[config.mk]
export PLATFORM = sky130hd
export DESIGN_NAME = deic_channel
export DESIGN_NICKNAME = d
export VERILOG_FILES = /design/src/common/deic_pkg.sv /design/src/common/deic_sel_if.sv /design/src/core/deic_edge_det.sv /design/src/core/deic_channel.sv
export VERILOG_INCLUDE_DIRS = /design/src /design/src/common
export SDC_FILE = /design/constraint.sdc
export NUM_CORES = 1
export LEC_CHECK = 0
export ABC_AREA = 1
export BUFFER_PORTS_ARGS = -buffer_cell sky130_fd_sc_hd__buf_2
export CAP_MARGIN = 20
export CELL_PAD_IN_SITES_DETAIL_PLACEMENT = 1
export CELL_PAD_IN_SITES_GLOBAL_PLACEMENT = 1
export CORE_ASPECT_RATIO = 1.75
export CORE_UTILIZATION = 26
export DETAILED_ROUTE_END_ITERATION = 12
export PLACE_DENSITY_LB_ADDON = 0.1
export SKIP_CTS_REPAIR_TIMING = 1
export SLEW_MARGIN = 20
export SYNTH_ARGS = -nofsm -noshare
export SYNTH_HDL_FRONTEND = slang
export SYNTH_SLANG_ARGS = --single-unit
[constraint.sdc]
create_clock -name ref_clk -period 3.14 [get_ports ref_clk]
set_input_delay 0.628 -clock ref_clk [delete_from_list [all_inputs] [get_ports ref_clk]]
set_output_delay 0.628 -clock ref_clk [all_outputs]
set_load 0.03 [all_outputs]
[src/common/deic_consts.svh]
// constants for the diagnostic edge interrupt channel
`ifndef DEIC_CONSTS_SVH
`define DEIC_CONSTS_SVH
`define DEIC_CTRL_OFFSET   32'h4000_0204
`define DEIC_STAT_OFFSET   32'h4000_0208
`define DEIC_CLR_OFFSET    32'h4000_020C
`define DEIC_IEN_OFFSET    32'h4000_0210
`define DEIC_FLAG_BIT      7
`define DEIC_EDGE_BIT      6
`define DEIC_LANE_HI       5
`define DEIC_LANE_LO       3
`define DEIC_WSEL_HI       2
`define DEIC_WSEL_LO       1
`define DEIC_MASK_BIT      0
`define DEIC_CTRL_RESET    7'h00
`define DEIC_RD_UNMAPPED   32'h0000_0000
`endif

[src/common/deic_pkg.sv]
// types for the diagnostic edge interrupt channel
package deic_pkg;
  typedef logic [31:0] deic_word_t;
  typedef logic [7:0]  deic_diag_t;
  typedef enum logic [1:0] {
    DEIC_SRC_LINK0  = 2'h0,
    DEIC_SRC_LINK1  = 2'h1,
    DEIC_SRC_RADIO0 = 2'h2,
    DEIC_SRC_RADIO1 = 2'h3
  } deic_src_t;
endpackage

[src/common/deic_sel_if.sv]
// selection signals between channel core and edge detector
`timescale 1ns/10ps
interface deic_sel_if;
  import deic_pkg::*;
  deic_src_t  source_word_sel;
  logic [2:0] bit_lane_sel;
  logic       edge_polarity_sel;
  logic       edge_hit;
  modport ctrl (output source_word_sel, output bit_lane_sel, output edge_polarity_sel,
                input edge_hit);
  modport det  (input source_word_sel, input bit_lane_sel, input edge_polarity_sel,
                output edge_hit);
endinterface

[src/core/deic_edge_det.sv]
// edge detector on one selected bit of four diagnostic words
`timescale 1ns/10ps
module deic_edge_det
  import deic_pkg::*;
(
  input  wire logic  ref_clk,
  input  wire logic  rst_n,
  input  wire deic_diag_t link_diag_word0,
  input  wire deic_diag_t link_diag_word1,
  input  wire deic_diag_t radio_diag_word0,
  input  wire deic_diag_t radio_diag_word1,
  deic_sel_if.det    sel
);
  deic_diag_t word_sel;
  logic       bit_now;
  logic       bit_q;
  logic       bit_d;

  // word mux then lane index
  always_comb begin
    unique case (sel.source_word_sel)
      DEIC_SRC_LINK0:  word_sel = link_diag_word0;
      DEIC_SRC_LINK1:  word_sel = link_diag_word1;
      DEIC_SRC_RADIO0: word_sel = radio_diag_word0;
      DEIC_SRC_RADIO1: word_sel = radio_diag_word1;
    endcase
    bit_now = word_sel[sel.bit_lane_sel];
    bit_d   = bit_now;
  end

  // previous value of the selected bit
  always_ff @(posedge ref_clk or negedge rst_n) begin
    if (!rst_n) begin
      bit_q <= 1'b0;
    end else begin
      bit_q <= bit_d;
    end
  end

  // rising for polarity 0, falling for polarity 1
  assign sel.edge_hit = sel.edge_polarity_sel ? (bit_q & ~bit_now)
                                              : (~bit_q & bit_now);
endmodule // deic_edge_det

[src/core/deic_channel.sv]
// diagnostic edge interrupt channel with register port
//
// The plain strobed port was decided locally.
`timescale 1ns/10ps
`include "deic_consts.svh"
module deic_channel
  import deic_pkg::*;
(
  input  wire logic       ref_clk,
  input  wire logic       rst_n,
  input  wire deic_word_t addr,
  input  wire deic_word_t wdata,
  input  wire logic       wr_stb,
  input  wire logic       rd_stb,
  output logic [31:0]     rdata,
  input  wire deic_diag_t link_diag_word0,
  input  wire deic_diag_t link_diag_word1,
  input  wire deic_diag_t radio_diag_word0,
  input  wire deic_diag_t radio_diag_word1,
  output logic            diag_irq_line
);
  deic_sel_if sel ();

  logic [6:0]  cfg_q,  cfg_d;   // polarity, lane, word, enable
  logic        flag_q, flag_d;
  logic        stat_q, stat_d;  // sticky interrupt status
  logic        ien_q,  ien_d;
  logic [31:0] rdata_q, rdata_d;
  logic        irq_q,  irq_d;
  logic [31:0] diag_all;        // all four words from the pins, word 0 lowest
  logic        lane_ref;        // selected bit taken straight from the pins

  // address match helper
  function automatic logic hit(input deic_word_t a, input deic_word_t off);
    return a == off;
  endfunction

  assign sel.source_word_sel   = deic_src_t'(cfg_q[`DEIC_WSEL_HI:`DEIC_WSEL_LO]);
  assign sel.bit_lane_sel      = cfg_q[`DEIC_LANE_HI:`DEIC_LANE_LO];
  assign sel.edge_polarity_sel = cfg_q[`DEIC_EDGE_BIT];

  deic_edge_det u_det (
    .ref_clk          (ref_clk),
    .rst_n            (rst_n),
    .link_diag_word0  (link_diag_word0),
    .link_diag_word1  (link_diag_word1),
    .radio_diag_word0 (radio_diag_word0),
    .radio_diag_word1 (radio_diag_word1),
    .sel              (sel)
  );

  // next state of registers, flags and read data
  always_comb begin
    cfg_d   = cfg_q;
    flag_d  = flag_q;
    stat_d  = stat_q;
    ien_d   = ien_q;
    rdata_d = `DEIC_RD_UNMAPPED;
    if (wr_stb && hit(addr, `DEIC_CTRL_OFFSET)) begin
      cfg_d = wdata[6:0]; // flag bit ignored on write
    end
    if (wr_stb && hit(addr, `DEIC_IEN_OFFSET)) begin
      ien_d = wdata[0];
    end
    if (wr_stb && hit(addr, `DEIC_CLR_OFFSET) && wdata[0]) begin
      stat_d = 1'b0;
    end
    if (rd_stb) begin
      if (hit(addr, `DEIC_CTRL_OFFSET)) begin
        rdata_d = {24'h00_0000, flag_q, cfg_q};
        flag_d  = 1'b0; // read clears
      end else if (hit(addr, `DEIC_STAT_OFFSET)) begin
        rdata_d = {31'h0000_0000, stat_q};
      end else if (hit(addr, `DEIC_IEN_OFFSET)) begin
        rdata_d = {31'h0000_0000, ien_q};
      end
    end
    if (sel.edge_hit) begin
      flag_d = 1'b1; // set beats the clearing read
    end
    // status latches each rise of the flag while enabled
    if (sel.edge_hit && !flag_q && cfg_q[`DEIC_MASK_BIT]) begin
      stat_d = 1'b1;
    end
    irq_d = stat_d & ien_d;
  end

  // registers
  always_ff @(posedge ref_clk or negedge rst_n) begin
    if (!rst_n) begin
      cfg_q   <= `DEIC_CTRL_RESET;
      flag_q  <= 1'b0;
      stat_q  <= 1'b0;
      ien_q   <= 1'b0;
      rdata_q <= 32'h0000_0000;
      irq_q   <= 1'b0;
    end else begin
      cfg_q   <= cfg_d;
      flag_q  <= flag_d;
      stat_q  <= stat_d;
      ien_q   <= ien_d;
      rdata_q <= rdata_d;
      irq_q   <= irq_d;
    end
  end

  assign rdata         = rdata_q;
  assign diag_irq_line = irq_q;

  // reference copy of the selected bit, built from the pins and not from the detector
  assign diag_all = {radio_diag_word1, radio_diag_word0, link_diag_word1, link_diag_word0};
  assign lane_ref = diag_all[{sel.source_word_sel, sel.bit_lane_sel}];

  // a detected edge always leaves the flag set
  chk_flag_sets_on_edge: assert property (@(posedge ref_clk) disable iff (!rst_n)
    sel.edge_hit |=> flag_q)
    else $error("edge did not set flag");

  // without an edge or a control read the flag keeps its value
  chk_flag_holds_idle: assert property (@(posedge ref_clk) disable iff (!rst_n)
    (!sel.edge_hit && !(rd_stb && addr == `DEIC_CTRL_OFFSET)) |=> flag_q == $past(flag_q))
    else $error("flag changed with no cause");

  // a control read with no new edge clears the flag
  chk_read_clears_flag: assert property (@(posedge ref_clk) disable iff (!rst_n)
    (rd_stb && addr == `DEIC_CTRL_OFFSET && !sel.edge_hit) |=> !flag_q)
    else $error("read did not clear flag");

  // writes never move the flag, not even a one written to its bit
  chk_write_keeps_flag: assert property (@(posedge ref_clk) disable iff (!rst_n)
    (wr_stb && !rd_stb && !sel.edge_hit) |=> flag_q == $past(flag_q))
    else $error("write changed flag");

  // an edge that meets a clearing read still leaves the flag set
  chk_edge_beats_read: assert property (@(posedge ref_clk) disable iff (!rst_n)
    (sel.edge_hit && rd_stb) |=> flag_q)
    else $error("edge lost on read");

  // rising polarity fires only from a low history
  chk_rise_edge_sel: assert property (@(posedge ref_clk) disable iff (!rst_n)
    (!sel.edge_polarity_sel && sel.edge_hit) |-> !u_det.bit_q)
    else $error("rising edge mismatch");

  // falling polarity fires only from a high history
  chk_fall_edge_sel: assert property (@(posedge ref_clk) disable iff (!rst_n)
    (sel.edge_polarity_sel && sel.edge_hit) |-> u_det.bit_q)
    else $error("falling edge mismatch");

  // a rising hit needs the pin bit high now
  chk_rise_needs_high: assert property (@(posedge ref_clk) disable iff (!rst_n)
    (!sel.edge_polarity_sel && sel.edge_hit) |-> lane_ref)
    else $error("rising hit with pin low");

  // a falling hit needs the pin bit low now
  chk_fall_needs_low: assert property (@(posedge ref_clk) disable iff (!rst_n)
    (sel.edge_polarity_sel && sel.edge_hit) |-> !lane_ref)
    else $error("falling hit with pin high");

  // with a steady selection, every change towards the chosen level is a hit
  chk_edge_from_change: assert property (@(posedge ref_clk) disable iff (!rst_n)
    ($past(rst_n) && $stable(cfg_q) && (lane_ref != $past(lane_ref))
     && (lane_ref != sel.edge_polarity_sel)) |-> sel.edge_hit)
    else $error("pin edge not detected");

  // the monitored bit is the lane of the chosen word at the pins
  chk_lane_index: assert property (@(posedge ref_clk) disable iff (!rst_n)
    u_det.bit_now == lane_ref)
    else $error("lane mismatch");

  // word code 00 picks link word 0
  chk_word_link0: assert property (@(posedge ref_clk) disable iff (!rst_n)
    (sel.source_word_sel == DEIC_SRC_LINK0) |-> u_det.word_sel == link_diag_word0)
    else $error("word select mismatch");

  // word code 01 picks link word 1
  chk_word_link1: assert property (@(posedge ref_clk) disable iff (!rst_n)
    (sel.source_word_sel == DEIC_SRC_LINK1) |-> u_det.word_sel == link_diag_word1)
    else $error("word select mismatch");

  // word code 10 picks radio word 0
  chk_word_radio0: assert property (@(posedge ref_clk) disable iff (!rst_n)
    (sel.source_word_sel == DEIC_SRC_RADIO0) |-> u_det.word_sel == radio_diag_word0)
    else $error("word select mismatch");

  // word code 11 picks radio word 1
  chk_word_radio1: assert property (@(posedge ref_clk) disable iff (!rst_n)
    (sel.source_word_sel == DEIC_SRC_RADIO1) |-> u_det.word_sel == radio_diag_word1)
    else $error("word select mismatch");

  // a rise of the flag while enabled raises the line
  chk_irq_on_rise: assert property (@(posedge ref_clk) disable iff (!rst_n)
    (sel.edge_hit && !flag_q && cfg_q[0] && ien_q) |-> ##[1:2] diag_irq_line)
    else $error("irq missing");

  // status stays clear while the channel is masked
  chk_no_irq_masked: assert property (@(posedge ref_clk) disable iff (!rst_n)
    (!stat_q && (!cfg_q[0] || !sel.edge_hit)) |=> !stat_q)
    else $error("status set while masked");

  // the line stays low while the interrupt enable is off
  chk_irq_needs_ien: assert property (@(posedge ref_clk) disable iff (!rst_n)
    (!ien_q && !wr_stb) |=> !diag_irq_line)
    else $error("irq with enable off");

  // the line stays low while no status is pending
  chk_irq_needs_stat: assert property (@(posedge ref_clk) disable iff (!rst_n)
    (!stat_q && !sel.edge_hit) |=> !diag_irq_line)
    else $error("irq with no status");

  // a clear write with no new edge drops the status
  chk_stat_clear_write: assert property (@(posedge ref_clk) disable iff (!rst_n)
    (wr_stb && addr == `DEIC_CLR_OFFSET && wdata[0] && !sel.edge_hit) |=> !stat_q)
    else $error("status not cleared");

  // read data stand only in the cycle after a read strobe
  chk_rdata_idle: assert property (@(posedge ref_clk) disable iff (!rst_n)
    !rd_stb |=> rdata == `DEIC_RD_UNMAPPED)
    else $error("read data outside read cycle");

  // main scenarios: any edge, interrupt rise, edge racing a read, masked and falling edges
  cov_edge_seen: cover property (@(posedge ref_clk) disable iff (!rst_n) sel.edge_hit);
  cov_irq_up: cover property (@(posedge ref_clk) disable iff (!rst_n) $rose(diag_irq_line));
  cov_read_edge: cover property (@(posedge ref_clk) disable iff (!rst_n)
    sel.edge_hit && rd_stb && addr == `DEIC_CTRL_OFFSET);
  cov_masked_edge: cover property (@(posedge ref_clk) disable iff (!rst_n)
    sel.edge_hit && !cfg_q[`DEIC_MASK_BIT]);
  cov_fall_edge: cover property (@(posedge ref_clk) disable iff (!rst_n)
    sel.edge_hit && sel.edge_polarity_sel);
endmodule // deic_channel

==> results.cfg <==
[routing]
vias = 1615
via_per_inst = 4.23
wl_per_cell_um = 11.6
firstDrtPassIters = 4
detail-route-antenna-nets = 0
drt-total-wl_um = 4430
drt_iter0_markers = 35
drcViolationCount = 0

[yosys]
synth_edf_count = 0
post_synth_num_cell_types = 29
avgSynthCellArea_um2 = 7.12
synth_area_um2 = 1570
seq_area_frac_synth_pct = 31.9
synth-seq-cells = 20
ys_async_sr_fraction_pct = 100
yosys_warnings = 0
synth_top_flop_cell = dfrtp_1
syn_inst = 220

[clock_tree]
clkLatencyLatePin_ns = 0.26
cts_buffer_depth = 2
cts.sinks = 20
cts_tree = built
cts-root-buf = clkbuf_8
cts_buffers = 3
path_clk_slew_ns = 0.08
h-tree-depth = 1

[sta]
rsz0062_at_grt = no
post-route-period-util_pct = 62.1
fin_crit_ns = 1.95
setup_viol_count_final = 0
finalSetupTns_ns = 0
fmax_mhz = 513
slew_viol_final = 0
hold_viol_final = 0
fin_skew_ns = 0.00507

[grt]
grt_pass1_wl_um = 7000
grt_pass1_vias = 1655
grt-ovfl-total = 0
grt_max_degree = 21
antenna_found_initial = 0
grt.total_usage_pct = 14.7

[power]
leakagePower_nw = 1.16
ir_worst_vdd_mv = 0.137
power.density_nw_per_um2 = 312

[floorplanning]
die_w_um = 60.7
ios = 133
core_area_um2 = 5830
start_util_pct = 26.9
num_rows = 37
die_area_um2 = 6350
die_y_um = 105

[cells_and_area]
final_common_cell = buf_2
area_delta_synth_final_pct = 29.9
multi_input_area_um2 = 812
final-seq-area_um2 = 500
final_cells = 382
drive_above_1_share_pct = 36.8
final_cell_mix = buf_2 (83), nand2_1 (45), inv_1 (33), conb_1 (24), nand3_1 (21)
nets = 405
diodes = 0
fillers = 805

[flow_run]
maxCapViolations = 0

[placement]
post-place-cells = 378
numPortBuffers = 83
dp_hpwl_um = 3890
gp_congestion = 0.741

[setup_path]
crit_arrival_ns = 2.10
path_max_fanout = 8
critPathRequiredTime_ns = 3.29
setup.worst_path.class = primary input to register
end_kind = register
critPathLaunchType = primary input

[status]
outcome = completed

[hold_path]
worstHoldPathType = primary input to asynchronous set/reset pin
## metal layers
metal,wire length (µm),track usage [%],vias to the layer above
met2,2560,30.1,67
li1,-,-,819
met5,0,0,-
met3,256,1.86,6
met4,84,5.19,0
met1,1520,13.3,723
## flip-flops by register name (all words and copies together), names as in the netlist
name	flops
flag_q	1
stat_q	1
u_det.bit_q	1
ien_q	1
rdata	8
diag_irq_line	1
cfg_q	7
## power breakdown
| part | internal, W | total [W] | leakage [nW] | switching (W) |
|---|---|---|---|---|
| sequential | 0.000258 | 0.000258 | 0.235 | 0.000000260 |
| clock | 0.000170 | 0.000254 | 0.0357 | 0.0000843 |
| combinational | 0.0000429 | 0.000121 | 0.892 | 0.0000783 |
## kinds of logic after synthesis
family,Yosys count,share of synthesized area (%)
buf+inv,62,21.7
other cells,1,0.239
compound gates,28,11.2
simple gates,109,34.9
flops,20,31.9
## critical path, stage by stage
cell and delay [ns]:
buf_2 0.10, nor2_1 0.13, nand3_1 0.10, nor3_2 0.12
nand4_1 0.17, nor2_2 0.23, nand3_1 0.33, a22o_1 0.30
## synthesized netlist by cell type, types with 3 or more instances
library cell / n / area [µm²]
o21ai_2: 6 / 52.6
nor3_1: 4 / 20.0
dfrtp_1: 20 / 500
nor2_1: 14 / 52.6
inv_1: 33 / 124
nand3_2: 4 / 40.0
nand4_1: 5 / 31.3
nand3_1: 21 / 105
o21ai_0: 7 / 35.0
nor2_2: 3 / 18.8
nand2_1: 45 / 169
nand2_2: 3 / 18.8
a21oi_1: 9 / 45.0
buf_4: 24 / 180
## area by class of cell
cell class | instances | area share (%)
clock buffer | 3 | 2.03
clock inverter | 1 | 1.48
inverter | 36 | 6.77
multi-input combinational | 161 | 39.9
sequential | 20 | 24.6
tap | 78 | 4.80
timing repair buffer | 83 | 20.4
## worst paths after layout
kind / startpoint / endpoint / slack (ns) / cells after the start
setup / recovery: addr[16] / flag_q$_DFFE_PN0P_ / 1.19 / 8
hold / removal: rst_n / ien_q$_DFF_PN0_ / 0.32 / 1
setup reg to reg: cfg_q[2]$_DFFE_PN0P_ / diag_irq_line$_DFF_PN0_ / 1.36 / 10
hold reg to reg: stat_q$_DFF_PN0_ / stat_q$_DFF_PN0_ / 0.54 / 2
max in group asynchronous: rst_n / rdata[3]$_DFF_PN0_ / 2.51 / 1
min in group ref_clk: stat_q$_DFF_PN0_ / stat_q$_DFF_PN0_ / 0.54 / 2
## stage by stage
| stage | power [W] | hold slack (ns) | setup slack (ns) | cell area, µm² | utilization [%] |
|---|---|---|---|---|---|
| 2_1_floorplan | 0.000348 | 0.332 | 1.36 | 1650 | - |
| 3_3_place_gp | 0.000385 | 0.527 | 0.903 | 1960 | 33.7 |
| 3_5_place_dp | 0.000386 | 0.533 | 0.858 | 1960 | 33.7 |
| 4_1_cts | 0.000644 | 0.325 | 1.14 | 2030 | 34.9 |
| 5_1_grt | 0.000662 | 0.348 | 1.03 | 2030 | 34.9 |
| 6_report | 0.000634 | 0.316 | 1.19 | 2030 | 34.9 |
No activity file was read; power rests on OpenSTA's default activity.
